[src/rtl/selprep_regs.svh]
// offsets, field positions, reset values and timing counts of the selection sequencer
// assumes the includer compiles it once per unit; guarded against double inclusion
`ifndef SELPREP_REGS_SVH
`define SELPREP_REGS_SVH

// ------------------------------------------------------------
// register offsets (word index on the plain port)
// ------------------------------------------------------------
`define OFF_HOST_BUS_ADDRESS  4'h0
`define OFF_TABLE_BASE_OFFSET 4'h1
`define OFF_CONTROL           4'h2
`define OFF_STATUS            4'h3
`define OFF_TRANSFER_DATA     4'h4
`define OFF_UNIT_ADDR         4'h5
`define OFF_UNIT_REGS         4'h6

// ------------------------------------------------------------
// control register fields
// ------------------------------------------------------------
`define CTL_GO_BIT            0
`define CTL_DONE_BIT          1
`define CTL_DONE_WE_BIT       2
`define CTL_FCODE_LSB         4
`define CTL_FCODE_MSB         5

// ------------------------------------------------------------
// reset values and timing
// ------------------------------------------------------------
`define RST_WORD16            16'h0000
`define RST_BYTE              8'h00
`define TIME_CYCLE_NS         200
`define CLK_PERIOD_NS         40
`define TIME_STATE_CYCLES     ((`TIME_CYCLE_NS / 2) / `CLK_PERIOD_NS)

`endif

[src/rtl/selprep_pkg.sv]
// types shared by the selection sequencer and its bench
// assumes selprep_regs.svh for numeric constants
package selprep_pkg;

    typedef enum logic [2:0] {
        PH_IDLE, PH_ADDR_RESP, PH_STAT_PREP, PH_STAT_PRES,
        PH_MARK, PH_INPUT, PH_OUTPUT, PH_DONE
    } phase_e;

    // channel tags arriving at the device
    typedef struct packed {
        logic       addr_out_tag;
        logic       cmd_out_tag;
        logic       select_out;
        logic       operational_out;
        logic       initial_selection;
        logic       channel_reset_seen;
        logic       parity_good;
        logic [7:0] outbound_bus;
    } chan_in_s;

    // memory transfer request to host bus logic
    typedef struct packed {
        logic        mem_request_active;
        logic [15:0] host_bus_address;
    } mem_req_s;

    // complete sequencer state
    typedef struct packed {
        phase_e      phase;
        logic        time_state_two;
        logic [1:0]  tcnt;
        logic        sync;
        logic        skip_fetch_flag;
        logic        done_flag;
        logic        go_bit;
        logic        request_in;
        logic        addr_in_tag;
        logic        mem_request_active;
        logic        reset_pulse;
        logic        seq_started;
        logic        cmd_taken;
        logic [1:0]  function_code;
        logic [1:0]  held_function;
        logic [15:0] host_bus_address;
        logic [15:0] table_base_offset;
        logic [15:0] transfer_data_reg;
        logic [7:0]  unit_addr_latch;
        logic [7:0]  unit_status_reg;
        logic [7:0]  unit_command_reg;
        logic [7:0]  inbound_bus;
        logic [15:0] rdata;
    } state_s;

endpackage

[src/rtl/selprep.sv]
// selection sequencer: address response and status preparation phases
// assumes channel tags come from pins; host bus logic answers memory reads
//
// Implementation choices: the register offsets and the address-and-strobe port.
`timescale 1ns/1ps
`include "selprep_regs.svh"

module selprep (
    // clock and reset
    input  wire logic                  clk_i,
    input  wire logic                  rst_i,
    // register port
    input  wire logic [3:0]            addr_i,
    input  wire logic [15:0]           wdata_i,
    input  wire logic                  wr_i,
    input  wire logic                  rd_i,
    output logic [15:0]                rdata_o,
    // channel pins
    input  wire selprep_pkg::chan_in_s chan_i,
    output logic                       addr_in_tag_o,
    output logic                       request_in_o,
    output logic [7:0]                 inbound_bus_o,
    // host memory
    output selprep_pkg::mem_req_s      mem_o,
    input  wire logic                  mem_done_i,
    input  wire logic [15:0]           mem_data_i,
    // sequencer view
    output selprep_pkg::phase_e        phase_o,
    output logic                       sync_o,
    output logic                       skip_fetch_o
);
    import selprep_pkg::*;

    // ------------------------------------------------------------
    // pin synchronisers
    // ------------------------------------------------------------
    chan_in_s chan_meta;
    chan_in_s chan_s;
    logic     done_meta;
    logic     done_s;
    logic     [15:0] mdata_meta;
    logic     [15:0] mdata_s;

    always_ff @(posedge clk_i) begin
        chan_meta  <= chan_i;
        chan_s     <= chan_meta;
        done_meta  <= mem_done_i;
        done_s     <= done_meta;
        mdata_meta <= mem_data_i;
        mdata_s    <= mdata_meta;
    end

    state_s st;
    state_s next_st;

    // ------------------------------------------------------------
    // sequencer
    // ------------------------------------------------------------
    always_comb begin
        logic tick;
        logic ts1;
        logic ts2;
        logic wr_ctl;
        tick    = 1'b0;
        ts1     = 1'b0;
        ts2     = 1'b0;
        wr_ctl  = 1'b0;
        next_st = st;
        next_st.reset_pulse = 1'b0;

        // time states alternate every TIME_STATE_CYCLES clocks: the half time cycle rounded down to 2 clocks (80 ns, not 100 ns)
        tick = (st.tcnt == 2'((`TIME_STATE_CYCLES) - 1));
        next_st.tcnt = tick ? 2'h0 : 2'(st.tcnt + 2'h1);
        if (tick) begin
            next_st.time_state_two = ~st.time_state_two;
        end
        ts1 = tick && !st.time_state_two;
        ts2 = tick && st.time_state_two;

        if (st.mem_request_active && done_s) begin
            next_st.mem_request_active = 1'b0;
            next_st.transfer_data_reg  = mdata_s;
        end

        // register writes
        wr_ctl = wr_i && (addr_i == `OFF_CONTROL);
        if (wr_i && addr_i == `OFF_HOST_BUS_ADDRESS) begin
            next_st.host_bus_address = wdata_i;
        end
        if (wr_i && addr_i == `OFF_TABLE_BASE_OFFSET) begin
            next_st.table_base_offset = wdata_i;
        end
        if (wr_ctl) begin
            next_st.go_bit = wdata_i[`CTL_GO_BIT];
            if (!st.seq_started) begin
                next_st.function_code = wdata_i[`CTL_FCODE_MSB:`CTL_FCODE_LSB];
            end
            // done writable in phases 0 and 7
            if (wdata_i[`CTL_DONE_WE_BIT] && (st.phase == PH_IDLE || st.phase == PH_DONE)) begin
                next_st.done_flag = wdata_i[`CTL_DONE_BIT];
            end
        end

        case (st.phase)
            PH_IDLE: begin
                // go with code: request or reset
                if (ts1 && st.go_bit && st.function_code != 2'h0) begin
                    next_st.request_in = 1'b1;
                end else if (ts1 && st.go_bit) begin
                    next_st.reset_pulse = 1'b1;
                    next_st.go_bit      = 1'b0;
                    next_st.request_in  = 1'b0;
                    next_st.sync        = 1'b0;
                    next_st.seq_started = 1'b0;
                end
                // address response only on initial selection
                if (ts2 && chan_s.initial_selection && chan_s.addr_out_tag && chan_s.select_out) begin
                    next_st.unit_addr_latch = chan_s.outbound_bus;
                    next_st.held_function   = st.function_code;
                    next_st.seq_started     = 1'b1;
                    next_st.cmd_taken       = 1'b0;
                    next_st.request_in      = 1'b0;
                    next_st.skip_fetch_flag = 1'b0;
                    next_st.sync            = 1'b0;
                    next_st.phase           = PH_ADDR_RESP;
                end
            end
            PH_ADDR_RESP: begin
                if (ts1 && !st.sync) begin
                    next_st.host_bus_address   = {st.table_base_offset[15:10], 1'b0,
                                                  st.unit_addr_latch, 1'b0};
                    next_st.mem_request_active = 1'b1;
                    next_st.sync               = 1'b1;
                end
                if (ts2 && st.sync && !st.mem_request_active) begin
                    next_st.unit_status_reg = st.transfer_data_reg[7:0];
                    next_st.inbound_bus     = st.unit_addr_latch;
                    if (st.transfer_data_reg[7:0] != 8'h00 || st.transfer_data_reg[15:8] == 8'h00) begin
                        next_st.skip_fetch_flag = 1'b1;
                    end
                    if (st.transfer_data_reg[7:0] == 8'h00) begin
                        next_st.unit_status_reg = `RST_BYTE;
                    end
                    next_st.sync = 1'b0;
                    next_st.phase = chan_s.channel_reset_seen ? PH_MARK : PH_STAT_PREP;
                end
            end
            PH_STAT_PREP: begin
                if (ts1 && !st.sync) begin
                    if (!chan_s.addr_out_tag && !chan_s.cmd_out_tag && !st.addr_in_tag && !st.cmd_taken) begin
                        next_st.addr_in_tag = 1'b1;
                    end
                    if (chan_s.cmd_out_tag && st.addr_in_tag) begin
                        next_st.unit_command_reg = chan_s.outbound_bus;
                        next_st.cmd_taken        = 1'b1;
                        next_st.addr_in_tag      = 1'b0;
                        next_st.skip_fetch_flag  = !chan_s.parity_good;
                        if (chan_s.parity_good && !st.skip_fetch_flag && chan_s.operational_out) begin
                            next_st.host_bus_address   = {st.transfer_data_reg[15:8], chan_s.outbound_bus};
                            next_st.mem_request_active = 1'b1;
                            next_st.sync               = 1'b1;
                            next_st.skip_fetch_flag    = 1'b0;
                        end else begin
                            next_st.skip_fetch_flag = 1'b1;
                        end
                    end
                end
                if (!chan_s.select_out || chan_s.channel_reset_seen) begin
                    next_st.addr_in_tag = 1'b0;
                    next_st.sync        = 1'b0;
                    next_st.phase       = PH_MARK;
                // second time state needs address-out low
                end else if (ts2 && !chan_s.addr_out_tag) begin
                    if (st.sync && !st.mem_request_active) begin
                        next_st.unit_status_reg = st.unit_command_reg[0] ? st.transfer_data_reg[15:8]
                                                                         : st.transfer_data_reg[7:0];
                        next_st.sync  = 1'b0;
                        next_st.phase = PH_STAT_PRES;
                    // next phase from held code
                    // bypass only once the command byte was taken, else address-in is never shown
                    end else if (!st.sync && !st.addr_in_tag && st.skip_fetch_flag && st.cmd_taken) begin
                        case (st.held_function)
                            2'h1:    next_st.phase = PH_INPUT;
                            2'h2:    next_st.phase = PH_OUTPUT;
                            default: next_st.phase = PH_STAT_PRES;
                        endcase
                    end
                end
            end
            PH_STAT_PRES: begin
                // odd command to input, even to output
                if (ts2) begin
                    next_st.phase = st.unit_command_reg[0] ? PH_INPUT : PH_OUTPUT;
                end
            end
            PH_INPUT, PH_OUTPUT: begin
                if (ts2 && !st.mem_request_active) begin
                    next_st.phase = PH_MARK;
                end
            end
            PH_MARK: begin
                // two memory writes log the event
                if (ts1 && !st.sync && !st.mem_request_active) begin
                    next_st.mem_request_active = 1'b1;
                    next_st.sync               = 1'b1;
                end
                if (ts2 && st.sync && !st.mem_request_active) begin
                    next_st.mem_request_active = 1'b1;
                    next_st.sync               = 1'b0;
                    next_st.phase              = PH_DONE;
                end
            end
            PH_DONE: begin
                if (ts2 && !st.mem_request_active) begin
                    next_st.done_flag   = 1'b1;
                    next_st.seq_started = 1'b0;
                    next_st.go_bit      = 1'b0;
                    next_st.phase       = PH_IDLE;
                end
            end
            default: begin
                next_st.phase = PH_IDLE;
            end
        endcase

        // read data one cycle after the strobe
        next_st.rdata = `RST_WORD16;
        if (rd_i) begin
            case (addr_i)
                `OFF_HOST_BUS_ADDRESS:  next_st.rdata = st.host_bus_address;
                `OFF_TABLE_BASE_OFFSET: next_st.rdata = st.table_base_offset;
                `OFF_CONTROL:           next_st.rdata = {10'h000, st.function_code, 2'h0,
                                                         st.done_flag, st.go_bit};
                `OFF_STATUS:            next_st.rdata = {8'h00, st.mem_request_active, st.request_in,
                                                         st.addr_in_tag, st.skip_fetch_flag, st.sync,
                                                         3'(st.phase)};
                `OFF_TRANSFER_DATA:     next_st.rdata = st.transfer_data_reg;
                `OFF_UNIT_ADDR:         next_st.rdata = {8'h00, st.unit_addr_latch};
                `OFF_UNIT_REGS:         next_st.rdata = {st.unit_command_reg, st.unit_status_reg};
                default:                next_st.rdata = `RST_WORD16;
            endcase
        end
    end

    // ------------------------------------------------------------
    // state register
    // ------------------------------------------------------------
    // self reset from zero code behaves like rst_i
    always_ff @(posedge clk_i) begin
        if (rst_i || st.reset_pulse) begin
            st       <= '0;
            st.phase <= PH_IDLE;
        end else begin
            st <= next_st;
        end
    end

    assign rdata_o       = st.rdata;
    assign addr_in_tag_o = st.addr_in_tag;
    assign request_in_o  = st.request_in;
    assign inbound_bus_o = st.inbound_bus;
    assign mem_o         = '{mem_request_active: st.mem_request_active,
                             host_bus_address:   st.host_bus_address};
    assign phase_o       = st.phase;
    assign sync_o        = st.sync;
    assign skip_fetch_o  = st.skip_fetch_flag;

endmodule

[config.mk]
export PLATFORM = sky130hd
export DESIGN_NAME = selprep
export DESIGN_NICKNAME = d
export VERILOG_FILES = /design/src/rtl/selprep_pkg.sv /design/src/rtl/selprep.sv
export VERILOG_INCLUDE_DIRS = /design/src /design/src/rtl
export SDC_FILE = /design/constraint.sdc
export NUM_CORES = 1
export LEC_CHECK = 0
export ABC_AREA = 1
export ABC_CLOCK_PERIOD_IN_PS = 1800
export BUFFER_PORTS_ARGS = -buffer_cell sky130_fd_sc_hd__buf_4
export CAP_MARGIN = 5
export CORE_MARGIN = 2
export CORE_UTILIZATION = 30
export DETAILED_ROUTE_END_ITERATION = 16
export GPL_TIMING_DRIVEN = 1
export RECOVER_POWER = 25
export SLEW_MARGIN = 5
export SYNTH_ARGS = -nofsm -noshare
export SYNTH_HDL_FRONTEND = slang
export SYNTH_SLANG_ARGS = --single-unit
[constraint.sdc]
create_clock -name clk_i -period 1.8 [get_ports clk_i]
set_clock_uncertainty 0.15 [all_clocks]
set_input_delay 0.09 -clock clk_i [delete_from_list [all_inputs] [get_ports clk_i]]
set_output_delay 0.09 -clock clk_i [all_outputs]
set_load 0.1 [all_outputs]
; Yosys cells after proc, flatten, opt, wreduce, memory -nomap -nowiden
; Index checks and enable logic that the tools add are counted.
[word_totals]
output_inout_bits = 48
regBits = 180
[classes]
eq_ne = 34
add_sub_neg = 1
muxes = 72
bitwise_logic = 4
n_reduce_logical = 71
[op_table]
columns = cell, n
row1 = 16-bit case mux with 7 select lines, 1
row2 = 16-bit two-way mux, 5
row3 = 8-bit two-way mux, 6
row4 = 3-bit two-way mux, 11
row5 = 16-bit case mux with 2 select lines, 1
row6 = 1-bit logical AND, 28
row7 = 1-bit two-way mux, 27
row8 = 2-bit two-way mux, 12
row9 = 3-bit case mux with 7 select lines, 1
row10 = 2-bit inequality test (second input constant), 10
row11 = 8-bit logical NOT, 2
row12 = 8-bit case mux with 2 select lines, 1
row13 = 3-bit == test (second input constant), 4
row14 = 4-bit by 3-bit == test with 1-bit output (second input constant), 3
row15 = 5-bit AND reduction, 2
row16 = 2-bit nonzero test, 5
row17 = 1-bit logical NOT, 9
row18 = 3-bit inequality test (second input constant), 3
row19 = 3-bit nonzero test, 3
row20 = 4-bit by 2-bit == test with 1-bit output (second input constant), 2
row21 = 2-bit AND reduction, 4
row22 = 4-bit AND reduction, 2
row23 = 8-bit AND reduction, 1
row24 = 8-bit nonzero test, 1
row25 = 23 further kinds, 38

; Logic depth before layout (Yosys ltp)
[depth]
ltp_word = 10
ltp_mapped = 12

; Worst setup path after synthesis
; Ideal clock, no wire load.
[synth_timing]
path_kind = reg2reg
from = register st (netlist bit sync_o)
to = register st[33] in the netlist's numbering
stages_incl_launch_ff = 9
path_slack_ns = -0.648
period_less_slack_ns = 2.448
arrival_ns = 2.185
n_path_buf = 1
cell_sequence = dfxtp_1 > inv_1 > nor2_4 > nand2_1 > nand2_1 > nand4_4 > buf_6 > nor2_1 > nor2_1
[synth_between]
elab_chain_cells = 4
word_cells_on_any_way = 6
cone_classes = eq/ne: 2 / reduce/logical: 4
[synth_rtl]
columns = element, line_no
row1 = start: declaration, selprep.sv:53  ; state_s st;
row2 = start signal: assignment, selprep.sv:254  ; st <= next_st;
row3 = 1-bit logical AND (2 in series), selprep.sv:135  ; if (ts2 && st.sync && !st.mem_request_active) begin
row4 = 2-bit inequality test (no source line), n/a
row5 = 5-bit AND reduction (no source line) (*), n/a
; Mark *: on every way between the ends. The rest lies on a longest branch, timed or not.
; A chain may end at the register's enable or synchronous reset.

; Worst setup path in the final report
[layout_timing]
from = register st (netlist bit phase_o[0])
to = register st[35] in the netlist's numbering
[layout_between]
elab_chain_cells = 3
word_cells_on_any_way = 9
cone_classes = eq/ne: 6 / mux: 1 / reduce/logical: 2
[layout_rtl]
columns = element, line_no
row1 = 3-bit by 2-bit == test with 1-bit output or 3-bit by 1-bit == test with 1-bit output (tied branches), selprep.sv:104  ; case (st.phase)
row2 = 2-bit inequality test (no source line) or 2-bit nonzero test (tied branches), n/a
row3 = 5-bit AND reduction (no source line), n/a
; Several ways; a longest one is shown, not always the timed one.

==> reports/metrics.yaml <==
slowest_stage: "dfxtp_2"
endpoint: "st[35]"
ys_warn_count: 0
finalSetupViolCount: 0
drt_iter0_markers: 537
cts.path.max_buffers: 2
die-height_um: 160
power_mw: 12.0
routedWlPerCell_um: 15.5
slowest_delay_ps: 380
fillCellCount: 2470
multi_input_comb_area_sq_mm: 0.00297
worst_setup_hold_path_clk_slew_ps: 80
cts_buffers: 17
maxSlewViolCount: 0
status: "finished, final reports clean"
dp.cells: 1359
grt_pass1_wl_mm: 34.6
instances_no_fill: 1450
overflow: 0
hold_violations: 0
drc_errors: 0
yosysSeqAreaShare_pct: 49.2
std_cell_rows: 57
start_util_pct: 30.3
dp_hpwl_mm: 16.7
core_sq_mm: 0.0242
yosys_register_bits: 180
ant_nets: 0
power.switching_mw: 4.49
min_period_ps: 1760
num_vias: 6720
grt_use_total_pct: 17.3
gp_congestion: 0.893
power.share.clock_pct: 30.4
switching_share_pct: 37.3
worst_pin_slew_ps: 376
cts_root_buf: "clkbuf_16"
r2r_slack_ps: 40
cp_max_fo: 8
clock.fmax_ghz: 0.568
seq_power_share_pct: 36.8
tritoncts: "done"
worstSkewPairLatency_ps: 430
worstPathCellList: "inv_2, nand2_1, nor2_4, nand2_2, nand4_4, nand2_1, nand2_1, nor2_1"
ios: 104
syn_area_sq_mm: 0.00733
met1_usage_pct: 23.5
first_global_vias: 6281
via_per_inst: 4.63
rr_startpoint: "phase_o[0]"
crit_top_cell: "nand2_1"
max-vdd-ir-drop_uv: 549
fp.dieArea_sq_mm: 0.0257
drtPass1Iterations: 5
synth_cells: 955
crit_type: "flop to flop"
p_int_mw: 7.54
power.leakage_nw: 4.05
endpoint_kind: "flop"
power_density_mw_per_mm2: 1240
cts_sinks: 180
r2r-end: "st[35]"
antenna_found_initial: 0
h-tree-depth: 4
comb_power_share_pct: 32.9
drv_cap: 0
grt_use_met2_pct: 28.0
die_x_um: 160
use_met3_pct: 3.27
area_growth_pct: 32.5
reg2regPathDepth: 8
drt_wl_total_mm: 22.5
busiest_layer: "met2"
required_ps: 1960
start_kind: "flop"
rsz0062_at_grt: "true"
holdCritPathClass: "input pin to flop"
period_share_pct: 97.8
syn-num-nets: 1014
grt_max_degree: 35
seqCellArea_sq_mm: 0.00362
startpoint: "phase_o[0]"
synth_cell_types: 31
drive_gt1_share_pct: 22.2
diodes: 0
synth_area_per_cell_sq_um: 7.67
nets: 1172
io_buffers: 103
relSlewSlack_pct: 74.9
cp.arrival_ps: 1920
[sequential cells by signal (all words and copies together) (netlist names), 3 cells and up]
name           count
st                68
mdata_s           16
phase_o            3
mdata_meta        16
chan_s            15
inbound_bus_o      8
rdata_o           16
chan_meta         15
mem_o             17
[how the worst min path moves through the flow]
stage	slack, ps	cells after the start	to	from
finish	30	5	st[98]	wr_i
global route	40	5	st[98]	wr_i
CTS	10	5	st[98]	wr_i
detailed placement	50	1	chan_meta[8]	chan_i[8]
global placement	50	1	chan_meta[0]	chan_i[0]
floorplan	-30	0	chan_meta[0]	chan_i[0]
[synth_stat cells, drive strengths merged]
cell    number  area, sq um
or2          1         6.26
a211oi       2         20.0
nand4        5         46.3
ha           3         37.5
nand3       58          295
nand2      173          672
nand3b       1         11.3
nor2       112          483
a21oi       95          475
o22ai       32          200
dfxtp      180         3600
clkinv       2         7.51
nor3        12         60.1
o21ai       97          497
a31oi        1         6.26
clkbuf      23          106
inv        104          390
buf         54          409
[stage by stage]
step                util, %  area [sq um]  hold slack [ps]  setup TNS [ps]  worst slack [ps]
detailed placement     34.9          8440             45.6            -233             -37.0
floorplan                 -          7340            -32.3               0              7.42
CTS                    39.5          9560             10.5               0              4.69
global route           40.2          9710             36.5            -541             -53.0
global placement       34.9          8440             45.1               0              6.12
finish                 40.2          9710             32.2               0              40.1
[cell families (layout without fill, tap and decap cells)]
logic type / Yosys count / in the layout / synth area share, %
AO/OA/AOI/OAI: 227 / 227 / 16.4
adder cells (fa/ha/maj): 3 / 3 / 0.512
buffers and inverters: 183 / 350 / 12.5
flip-flops: 180 / 180 / 49.2
AND/OR/NAND/NOR: 362 / 366 / 21.5
[power groups by stage]
stage,registers (mW),clock network [mW],logic (mW)
finish,4.42,3.66,3.95
global route,4.45,3.90,4.27
CTS,4.41,3.72,3.64
detailed placement,4.51,0,3.46
global placement,4.50,0,3.47
floorplan,4.63,0,2.19
[critical path: cells and delay by family (launching register included)]
kind,cells,cell delay [ps]
buffers and inverters,1,130
flip-flops,1,380
AND/OR/NAND/NOR,7,980
[layout by cell type, fill, tap and decap left out, drive strengths merged, types with 2 or more instances in the layout]
cell,n
dfxtp,180
nand2,173
buf,144
nor2,114
inv,111
o21ai,97
a21oi,95
nand3,58
dlygate4sd3,51
clkbuf,35
o22ai,32
nor3,12
clkinv,7
nand4,6
ha,3
nand3b,2
a211oi,2
[cell type report]
cell class / count / share of cell area, %
Clock buffer: 18 / 4.42
Timing Repair Buffer: 212 / 18.0
Clock inverter: 14 / 1.44
Multi-Input combinational cell: 596 / 30.6
Inverter: 106 / 4.15
Tap cell: 324 / 4.18
Sequential cell: 180 / 37.2
[layer usage]
metal	vias up	part of all wire, %
met5	-	0
met4	0	2.0
met3	42	6.6
met2	259	46
met1	3033	45
li1	3386	-
[what timing repair did]
item | in CTS | in global routing
gates resized for setup | 4 | 44
hold buffers | 51 | 0
endpoints found under the hold margin | 85 | 0
setup buffers | 2 | 2
endpoints found under the setup margin | 17 | 61
cloned | 1 | 3
pin swaps | 2 | 6
Note: power is estimated with default switching activity, not from simulation.
